## src/logic/vfd_pkg.sv

```systemverilog
// vfd_pkg: constants shared by the fluorescent display scanner files.
// assumes APB with 32-bit data; register index times four is the byte
// address, the low two address bits are zero.
package vfd_pkg;

    // register indices; byte address is four times the index
    localparam logic [11:0] VFD_IDX_CTRL_FIRST = 12'h02a;
    localparam logic [11:0] VFD_IDX_CTRL_SECOND = 12'h02b;
    localparam logic [11:0] VFD_IDX_CTRL_THIRD = 12'h02c;
    localparam logic [11:0] VFD_IDX_STATUS = 12'h02d;
    localparam logic [11:0] VFD_IDX_LATCH_LO = 12'h030;
    localparam logic [11:0] VFD_IDX_LATCH_HI = 12'h031;
    localparam logic [11:0] VFD_IDX_PIN_LO = 12'h032;
    localparam logic [11:0] VFD_IDX_PIN_HI = 12'h033;
    localparam logic [11:0] VFD_IDX_BUF_FIRST = 12'hf80;
    localparam logic [11:0] VFD_IDX_BUF_LAST = 12'hfcf;

    // display_ctrl_first fields
    localparam int VFD_BLANK_BIT = 0;
    localparam int VFD_SLOT_SEL_LSB = 1;
    localparam int VFD_PIN_SEL_LSB = 3;
    localparam logic VFD_BLANK_RST = 1'b1;
    localparam logic [1:0] VFD_SLOT_SEL_RST = 2'h0;
    localparam logic [4:0] VFD_PIN_SEL_RST = 5'h00;

    // display_ctrl_second fields
    localparam int VFD_PHASE_LSB = 0;
    localparam int VFD_BRIGHT_LSB = 4;
    localparam logic [3:0] VFD_PHASE_RST = 4'hf;
    localparam logic [3:0] VFD_BRIGHT_RST = 4'hf;

    // display_ctrl_third fields
    localparam int VFD_RISE_69_BIT = 0;
    localparam int VFD_RISE_D_BIT = 1;
    localparam logic [1:0] VFD_RISE_RST = 2'h0;

    // display_status_reg fields
    localparam int VFD_DONE_BIT = 0;
    localparam int VFD_RUN_BIT = 1;
    localparam int VFD_SLOT_LSB = 4;
    localparam logic VFD_DONE_RST = 1'b1;

    localparam logic [36:0] VFD_LATCH_RST = 37'h0;

    // slot length is two to the power (base + select) clock cycles
    localparam int VFD_SLOT_EXP_BASE = 9;
    localparam int VFD_SLOT_CNT_W = 12;
    // brightness compares the top four bits of the slot counter
    localparam int VFD_BRIGHT_SHIFT = VFD_SLOT_EXP_BASE - 4;

    localparam int VFD_NUM_PINS = 37;
    localparam int VFD_NUM_SLOTS = 16;
    localparam int VFD_NUM_GROUPS = 5;
    localparam int VFD_PORT_D_FIRST = 32;

    typedef enum logic {
        VFD_ST_IDLE,
        VFD_ST_SCAN
    } vfd_state_t;

endpackage

```

## src/logic/vfd_scan.sv

```systemverilog
// vfd_scan: fluorescent display scanner with APB register access.
// assumes an APB master on clock_in; driver outputs feed external
// high-voltage buffers pulled down to the tube supply.
`timescale 1ns/100ps
module vfd_scan #(
    parameter int NUM_PINS = 37,
    parameter int NUM_SLOTS = 16
) (
    input wire logic clock_in,
    input wire logic rst_in,
    input wire logic psel_in,
    input wire logic penable_in,
    input wire logic pwrite_in,
    input wire logic [15:0] paddr_in,
    input wire logic [31:0] pwdata_in,
    input wire logic [3:0] pstrb_in,
    output logic [31:0] prdata_out,
    output logic pready_out,
    output logic pslverr_out,
    input wire logic [36:0] hv_pin_in,
    output logic [36:0] driver_outputs_out,
    output logic [1:0] rise_time_mode_out,
    output logic [3:0] time_slot_out
);

    if (NUM_PINS != vfd_pkg::VFD_NUM_PINS) begin : g_chk_pins
        $error("vfd_scan supports 37 driver outputs only");
    end
    if (NUM_SLOTS != vfd_pkg::VFD_NUM_SLOTS) begin : g_chk_slots
        $error("vfd_scan supports sixteen time slots only");
    end

    ////////////////////////////////////////////////////////////////////
    // bus decode
    logic [11:0] idx;
    logic addr_ok;
    logic setup_ph;
    logic wr_take;
    logic in_buf;
    logic [6:0] buf_addr;
    logic [11:0] buf_off;

    assign idx = paddr_in[13:2];
    assign addr_ok = (paddr_in[1:0] == 2'h0) && (paddr_in[15:14] == 2'h0);
    assign setup_ph = psel_in && !penable_in;
    assign wr_take = psel_in && penable_in && pready_out && pwrite_in;
    assign in_buf = (idx >= vfd_pkg::VFD_IDX_BUF_FIRST) &&
                    (idx <= vfd_pkg::VFD_IDX_BUF_LAST);
    assign buf_off = idx - vfd_pkg::VFD_IDX_BUF_FIRST;
    assign buf_addr = buf_off[6:0];

    logic hit;

    always_comb begin
        hit = 1'b0;
        if (addr_ok) begin
            case (idx)
                vfd_pkg::VFD_IDX_CTRL_FIRST,
                vfd_pkg::VFD_IDX_CTRL_SECOND,
                vfd_pkg::VFD_IDX_CTRL_THIRD,
                vfd_pkg::VFD_IDX_STATUS,
                vfd_pkg::VFD_IDX_LATCH_LO,
                vfd_pkg::VFD_IDX_LATCH_HI,
                vfd_pkg::VFD_IDX_PIN_LO,
                vfd_pkg::VFD_IDX_PIN_HI: hit = 1'b1;
                default: hit = in_buf;
            endcase
        end
    end

    logic wr_ok;
    assign wr_ok = wr_take && addr_ok && pstrb_in[0];

    ////////////////////////////////////////////////////////////////////
    // control registers
    logic blank_q;
    logic [1:0] slot_sel_q;
    logic [4:0] pin_sel_q;
    logic [3:0] phase_q;
    logic [3:0] bright_q;
    logic [1:0] rise_q;
    logic [36:0] latch_q;

    always_ff @(posedge clock_in or posedge rst_in) begin
        if (rst_in) begin
            blank_q <= vfd_pkg::VFD_BLANK_RST;
            slot_sel_q <= vfd_pkg::VFD_SLOT_SEL_RST;
            pin_sel_q <= vfd_pkg::VFD_PIN_SEL_RST;
        end else if (wr_ok && idx == vfd_pkg::VFD_IDX_CTRL_FIRST) begin
            blank_q <= pwdata_in[vfd_pkg::VFD_BLANK_BIT];
            slot_sel_q <= pwdata_in[vfd_pkg::VFD_SLOT_SEL_LSB +: 2];
            pin_sel_q <= pwdata_in[vfd_pkg::VFD_PIN_SEL_LSB +: 5];
        end
    end

    // brightness is taken at any time, including while scanning
    always_ff @(posedge clock_in or posedge rst_in) begin
        if (rst_in) begin
            phase_q <= vfd_pkg::VFD_PHASE_RST;
            bright_q <= vfd_pkg::VFD_BRIGHT_RST;
        end else if (wr_ok && idx == vfd_pkg::VFD_IDX_CTRL_SECOND) begin
            phase_q <= pwdata_in[vfd_pkg::VFD_PHASE_LSB +: 4];
            bright_q <= pwdata_in[vfd_pkg::VFD_BRIGHT_LSB +: 4];
        end
    end

    always_ff @(posedge clock_in or posedge rst_in) begin
        if (rst_in) begin
            rise_q <= vfd_pkg::VFD_RISE_RST;
        end else if (wr_ok && idx == vfd_pkg::VFD_IDX_CTRL_THIRD) begin
            rise_q[0] <= pwdata_in[vfd_pkg::VFD_RISE_69_BIT];
            rise_q[1] <= pwdata_in[vfd_pkg::VFD_RISE_D_BIT];
        end
    end

    always_ff @(posedge clock_in or posedge rst_in) begin
        if (rst_in) begin
            latch_q <= vfd_pkg::VFD_LATCH_RST;
        end else if (wr_ok && idx == vfd_pkg::VFD_IDX_LATCH_LO) begin
            latch_q[31:0] <= pwdata_in;
        end else if (wr_ok && idx == vfd_pkg::VFD_IDX_LATCH_HI) begin
            latch_q[36:32] <= pwdata_in[4:0];
        end
    end

    always_ff @(posedge clock_in or posedge rst_in) begin
        if (rst_in) begin
            rise_time_mode_out <= vfd_pkg::VFD_RISE_RST;
        end else begin
            rise_time_mode_out <= rise_q;
        end
    end

    ////////////////////////////////////////////////////////////////////
    // display buffer
    logic [7:0] buf_rd;
    logic [39:0] row;
    logic [3:0] slot_q;

    vfd_buffer #(
        .NUM_SLOTS(vfd_pkg::VFD_NUM_SLOTS),
        .NUM_GROUPS(vfd_pkg::VFD_NUM_GROUPS)
    ) u_buffer (
        .clock_in(clock_in),
        .wr_en_in(wr_ok && in_buf),
        .wr_addr_in(buf_addr),
        .wr_data_in(pwdata_in[7:0]),
        .rd_addr_in(buf_addr),
        .rd_data_out(buf_rd),
        .row_slot_in(slot_q),
        .row_out(row)
    );

    ////////////////////////////////////////////////////////////////////
    // scanner
    vfd_pkg::vfd_state_t state_q;
    logic [11:0] cnt_q;
    logic [11:0] slot_last;
    logic slot_end;
    logic done_q;

    assign slot_last = 12'((1 << (vfd_pkg::VFD_SLOT_EXP_BASE +
                                  int'(slot_sel_q))) - 1);
    assign slot_end = (state_q == vfd_pkg::VFD_ST_SCAN) &&
                      (cnt_q == slot_last);

    always_ff @(posedge clock_in or posedge rst_in) begin
        if (rst_in) begin
            state_q <= vfd_pkg::VFD_ST_IDLE;
        end else begin
            case (state_q)
                vfd_pkg::VFD_ST_IDLE: begin
                    if (!blank_q) begin
                        state_q <= vfd_pkg::VFD_ST_SCAN;
                    end
                end
                vfd_pkg::VFD_ST_SCAN: begin
                    if (slot_end && blank_q) begin
                        state_q <= vfd_pkg::VFD_ST_IDLE;
                    end
                end
                default: state_q <= vfd_pkg::VFD_ST_IDLE;
            endcase
        end
    end

    // each slot lasts slot_last + 1 cycles
    always_ff @(posedge clock_in or posedge rst_in) begin
        if (rst_in) begin
            cnt_q <= 12'h000;
        end else if (state_q != vfd_pkg::VFD_ST_SCAN || slot_end) begin
            cnt_q <= 12'h000;
        end else begin
            cnt_q <= cnt_q + 12'h001;
        end
    end

    always_ff @(posedge clock_in or posedge rst_in) begin
        if (rst_in) begin
            slot_q <= 4'h0;
        end else if (state_q == vfd_pkg::VFD_ST_IDLE) begin
            slot_q <= 4'h0;
        end else if (slot_end && !blank_q) begin
            if (slot_q >= phase_q) begin
                slot_q <= 4'h0;
            end else begin
                slot_q <= slot_q + 4'h1;
            end
        end
    end

    // done sets as the slot in progress ends with blank set; cleared when scanning restarts
    always_ff @(posedge clock_in or posedge rst_in) begin
        if (rst_in) begin
            done_q <= vfd_pkg::VFD_DONE_RST;
        end else if (slot_end && blank_q) begin
            done_q <= 1'b1;
        end else if (state_q == vfd_pkg::VFD_ST_IDLE && !blank_q) begin
            done_q <= 1'b0;
        end
    end

    always_ff @(posedge clock_in or posedge rst_in) begin
        if (rst_in) begin
            time_slot_out <= 4'h0;
        end else begin
            time_slot_out <= slot_q;
        end
    end

    ////////////////////////////////////////////////////////////////////
    // dimmer: drive while the top four counter bits do not pass brightness
    logic [11:0] cnt_top;
    logic lit;

    assign cnt_top = cnt_q >> (vfd_pkg::VFD_BRIGHT_SHIFT + int'(slot_sel_q));
    assign lit = (state_q == vfd_pkg::VFD_ST_SCAN) &&
                 (cnt_top[3:0] <= bright_q);

    ////////////////////////////////////////////////////////////////////
    // driver outputs; a set latch holds the pin high as plain output
    for (genvar i = 0; i < vfd_pkg::VFD_NUM_PINS; i++) begin : g_pin
        logic disp_en;
        if (i >= vfd_pkg::VFD_PORT_D_FIRST) begin : g_port_d
            assign disp_en = pin_sel_q[i - vfd_pkg::VFD_PORT_D_FIRST];
        end else begin : g_port_69
            assign disp_en = 1'b1;
        end

        always_ff @(posedge clock_in or posedge rst_in) begin
            if (rst_in) begin
                driver_outputs_out[i] <= 1'b0;
            end else begin
                driver_outputs_out[i] <= latch_q[i] |
                                         (disp_en & lit & row[i]);
            end
        end
    end

    ////////////////////////////////////////////////////////////////////
    // read data, registered in the setup phase
    logic [31:0] rd_mux;

    always_comb begin
        rd_mux = 32'h0;
        case (idx)
            vfd_pkg::VFD_IDX_CTRL_FIRST: begin
                rd_mux[vfd_pkg::VFD_BLANK_BIT] = blank_q;
                rd_mux[vfd_pkg::VFD_SLOT_SEL_LSB +: 2] = slot_sel_q;
                rd_mux[vfd_pkg::VFD_PIN_SEL_LSB +: 5] = pin_sel_q;
            end
            vfd_pkg::VFD_IDX_CTRL_SECOND: begin
                rd_mux[vfd_pkg::VFD_PHASE_LSB +: 4] = phase_q;
                rd_mux[vfd_pkg::VFD_BRIGHT_LSB +: 4] = bright_q;
            end
            vfd_pkg::VFD_IDX_CTRL_THIRD: begin
                rd_mux[vfd_pkg::VFD_RISE_69_BIT] = rise_q[0];
                rd_mux[vfd_pkg::VFD_RISE_D_BIT] = rise_q[1];
            end
            vfd_pkg::VFD_IDX_STATUS: begin
                rd_mux[vfd_pkg::VFD_DONE_BIT] = done_q;
                rd_mux[vfd_pkg::VFD_RUN_BIT] =
                    (state_q == vfd_pkg::VFD_ST_SCAN);
                rd_mux[vfd_pkg::VFD_SLOT_LSB +: 4] = slot_q;
            end
            vfd_pkg::VFD_IDX_LATCH_LO: rd_mux = latch_q[31:0];
            vfd_pkg::VFD_IDX_LATCH_HI: rd_mux[4:0] = latch_q[36:32];
            vfd_pkg::VFD_IDX_PIN_LO: rd_mux = hv_pin_in[31:0];
            vfd_pkg::VFD_IDX_PIN_HI: rd_mux[4:0] = hv_pin_in[36:32];
            default: begin
                if (in_buf) begin
                    rd_mux[7:0] = buf_rd;
                end
            end
        endcase
    end

    always_ff @(posedge clock_in or posedge rst_in) begin
        if (rst_in) begin
            pready_out <= 1'b0;
            pslverr_out <= 1'b0;
            prdata_out <= 32'h0;
        end else begin
            pready_out <= setup_ph;
            pslverr_out <= setup_ph && !hit;
            if (setup_ph && hit && !pwrite_in) begin
                prdata_out <= rd_mux;
            end else begin
                prdata_out <= 32'h0;
            end
        end
    end

endmodule

```

## src/logic/vfd_buffer.sv

```systemverilog
// vfd_buffer: display buffer memory, five byte groups of sixteen slots.
// assumes one write port from the register bus; two asynchronous read
// ports, one for the bus and one that returns a whole slot row.
`timescale 1ns/100ps
module vfd_buffer #(
    parameter int NUM_SLOTS = 16,
    parameter int NUM_GROUPS = 5
) (
    input wire logic clock_in,
    input wire logic wr_en_in,
    input wire logic [6:0] wr_addr_in,
    input wire logic [7:0] wr_data_in,
    input wire logic [6:0] rd_addr_in,
    output logic [7:0] rd_data_out,
    input wire logic [3:0] row_slot_in,
    output logic [8*NUM_GROUPS-1:0] row_out
);

    localparam int DEPTH = NUM_SLOTS * NUM_GROUPS;

    if (NUM_SLOTS != 16) begin : g_chk_slots
        $error("vfd_buffer supports sixteen slots only");
    end

    ////////////////////////////////////////////////////////////////////
    // storage has no reset; contents are undefined until written
    logic [7:0] mem [DEPTH];

    always_ff @(posedge clock_in) begin
        if (wr_en_in) begin
            mem[wr_addr_in] <= wr_data_in;
        end
    end

    assign rd_data_out = mem[rd_addr_in];

    ////////////////////////////////////////////////////////////////////
    // slot n takes byte n of each group, group g feeds pins 8g..8g+7
    for (genvar g = 0; g < NUM_GROUPS; g++) begin : g_row
        assign row_out[8*g +: 8] = mem[g*NUM_SLOTS + row_slot_in];
    end

endmodule

```

## config.mk

```make
export PLATFORM = sky130hd
export DESIGN_NAME = vfd_scan
export DESIGN_NICKNAME = d
export VERILOG_FILES = /design/src/logic/vfd_pkg.sv /design/src/logic/vfd_scan.sv /design/src/logic/vfd_buffer.sv
export SDC_FILE = /design/constraint.sdc
export NUM_CORES = 1
export LEC_CHECK = 0
export BUFFER_PORTS_ARGS = -buffer_cell sky130_fd_sc_hd__clkbuf_2
export CAP_MARGIN = 20
export CORE_MARGIN = 2
export CORE_UTILIZATION = 50
export CTS_BUF_LIST = sky130_fd_sc_hd__clkbuf_4 sky130_fd_sc_hd__clkbuf_8
export DETAILED_ROUTE_END_ITERATION = 12
export PLACE_DENSITY = 0.72
export SYNTH_ARGS = -nofsm -noshare
export SYNTH_HDL_FRONTEND = slang
export SYNTH_SLANG_ARGS = --single-unit
```

## constraint.sdc

```tcl
create_clock -name clock_in -period 7.3 [get_ports clock_in]
set_input_delay 1.46 -clock clock_in [delete_from_list [all_inputs] [get_ports clock_in]]
set_output_delay 1.46 -clock clock_in [all_outputs]
set_load 0.01 [all_outputs]
```

==> qor.yml <==
cp-end-kind: "flip-flop"
fin_setup_tns_ns: 0
hold_violations: 0
ant_nets: 0
powerDensity_nw_per_um2: 224.3
timing.hold.ws_ns: 0.4262
antenna_found_initial: 2
via_per_inst: 6.556
fill_cells: 5406
crit_required_ns: 7.65
synthFlopType: "edfxtp_1"
cts_hold_buf: 0
cts_setup_buffers: 0
async_reset_ff_share_pct: 18.99
drc: 0
grt-ovfl-total: 0
finClkSkew_ns: 0.03982
syn_inst: 2012
cts-htree-levels: 3
cp.depth: 6
fin_util_pct: 56.25
worstPathArrival_ns: 5.01
placed_area_um2: 37670
synth_seq_area_share_pct: 63.87
avgSynthCellArea_um2: 17.89
post_drt_wl_per_cell_um: 29.98
fin_area_um2: 40140
worstSetupStartpointType: "input pin"
drt_first_iter_violations: 2820
irDropWorstVdd_mv: 0.1599
portBuffers: 167
power.static_leakage_nw: 14.17
status: "complete, no violations"
max_slew_margin_pct: 27.18
grt_start_max_net_pins: 120
cts.path.max_buffers: 3
cts-resized-gates: 0
gp_congestion: 0.9137
fmaxAchievable_ghz: 0.2148
postRouteWirelength_um: 97490
ys_types: 75
start_util_pct: 50.43
row_count: 98
mostFrequentLayoutCell: "edfxtp_1"
cts_buffers: 119
ff2ff_path_depth: 6
r2r_slack_ns: 3.72
synth_area_um2: 35990
clk_latency_ns: 0.76
fin_nets: 2300
fin_crit_sh_pct: 63.77
total_power_w: 0.009002
dp_hpwl_um: 62160
grt_pass1_wl_um: 143500
syn-num-nets: 2116
maxCapViolations: 0
rsz0062_at_grt: "no"
first_global_vias: 21418
die-area_um2: 74130
ys_ff_latch: 790
cp.buffers_inverters: 1
core_area_um2: 71360
track_usage_pct: 26.48
yosys_warnings: 0
vias: 21320
cts_sinks: 790
whs_path_depth: 0
holdCritPathClass: "reg2reg"
cp_max_fo: 26
cts_tree: "done"
finalMaxSlewViolations: 0
post-route-min-period_ns: 4.655
path_cells: "clkbuf_2, o21ai_0, nand4_1, nor3_1, nand3_1, nor2_1"
drtPass1Iterations: 8
tightest_slew_ns: 1.092
root_buffer: "clkbuf_8"
layout_common_cells: "edfxtp_1, mux4_2, clkbuf_2"
drive_gt1_share_pct: 33.90
path_class: "in2reg"
max_stage_delay_ns: 1.08
ioPinCount: 171
synth_enable_flop_cells: 640
area_growth_pct: 11.54
die_h_um: 272.3
slowest_stage: "nor2_1"
path_clk_slew_ns: 0.06
die_w_um: 272.3
finalSetupViolCount: 0
crit_family: "simple AND/OR/NAND/NOR gates"
==> flip-flops by register name, summed over array words and instances (netlist names) <==
register and flops:
state_q 1, pin_sel_q 5, driver_outputs_out 37, done_q 1, slot_q 4, prdata_out 32, bright_q 4, time_slot_out 4
u_buffer.mem 640, cnt_q 12, latch_q 37, slot_sel_q 2, rise_time_mode_out 2, pready_out 1, pslverr_out 1, rise_q 2
blank_q 1, phase_q 4
==> stage by stage <==
step                      setup slack [ns]  instances
after floorplan                      1.820       2012
after global placement               2.138       3024
after detailed placement             2.076       3024
after CTS                            2.884       3250
after global routing                 2.648       3252
final                                2.645       3252
==> logic make-up (layout without fill, tap and decap cells) <==
kind of cell,after synthesis,count (layout),synth area share [%]
flip-flops,790,790,63.87
adder cells (fa/ha/maj),10,10,0.3477
other,0,1,0
multiplexers,486,486,23.96
buffers and inverters,159,448,2.076
AND/OR/NAND/NOR,324,324,4.670
XOR/XNOR,11,11,0.2677
AO/OA/AOI/OAI,232,232,4.809
==> path summary, 6_finish.rpt <==
check	startpoint	to
worst max-delay path	paddr_in[7]	u_buffer.mem[23][7]$_DFFE_PP_
worst min-delay path	rise_q[1]$_DFFE_PP0P_	rise_time_mode_out[1]$_DFF_PP0_
worst max register to register	pready_out$_DFF_PP0_	u_buffer.mem[23][7]$_DFFE_PP_
worst min register to register	rise_q[1]$_DFFE_PP0P_	rise_time_mode_out[1]$_DFF_PP0_
max in group asynchronous	rst_in	slot_q[1]$_DFFE_PP0P_
min in group asynchronous	rst_in	cnt_q[1]$_DFF_PP0_
==> layout make-up <==
type | instances | area (um^2) | area share [%]
sequential | 790 | 22990 | 57.29
multi-input combinational | 1063 | 12270 | 30.58
clock buffer | 163 | 2031 | 5.059
tap | 950 | 1189 | 2.961
timing repair buffer | 202 | 1140 | 2.840
clock inverter | 63 | 429.2 | 1.069
inverter | 20 | 80.08 | 0.1995
antenna | 1 | 2.502 | 0.006234
==> layer usage <==
metal | vias to the layer above | track usage (%) | wire length [um]
li1 | 8679 | - | -
met1 | 11130 | 36.25 | 36930
met2 | 1300 | 41.67 | 46970
met3 | 211 | 5.122 | 9602
met4 | 0 | 11.83 | 3989
met5 | - | 0 | 0
==> synth_stat cells, types with 10 or more instances <==
library cell	count	area [um^2]
mux2_1	24	270.3
a21o_1	35	262.8
nand4_1	11	68.82
o21ai_0	13	65.06
ha_1	10	125.1
inv_1	18	67.56
mux2i_1	138	1381
a221oi_1	18	157.7
dfstp_2	10	262.8
mux4_2	295	6644
nor2_1	118	442.9
nand3_1	28	140.1
buf_4	13	97.59
edfxtp_1	640	19220
dfrtp_1	140	3503
and3_1	12	75.07
nand2b_1	11	68.82
nand2_1	69	259.0
mux2_2	29	326.6
a22oi_1	63	473.0
buf_1	13	48.80
a21oi_1	26	130.1
buf_2	43	215.2
nor2_4	21	236.5
nor2b_1	13	81.33
clkbuf_1	66	247.7
==> report_power, final <==
| part | total, W | internal, W | switching, W |
|---|---|---|---|
| combinational | 0.000409 | 0.000132 | 0.000276 |
| sequential | 0.00488 | 0.00488 | 0.000000260 |
| clock | 0.00372 | 0.00196 | 0.00176 |
==> worst register-to-register path: cells and delay by family (launching register included) <==
family           cells  cell delay (ns)
and+or+nand+nor      6             2.82
DFF                  1             0.35
(Power assumes the default switching activity.)
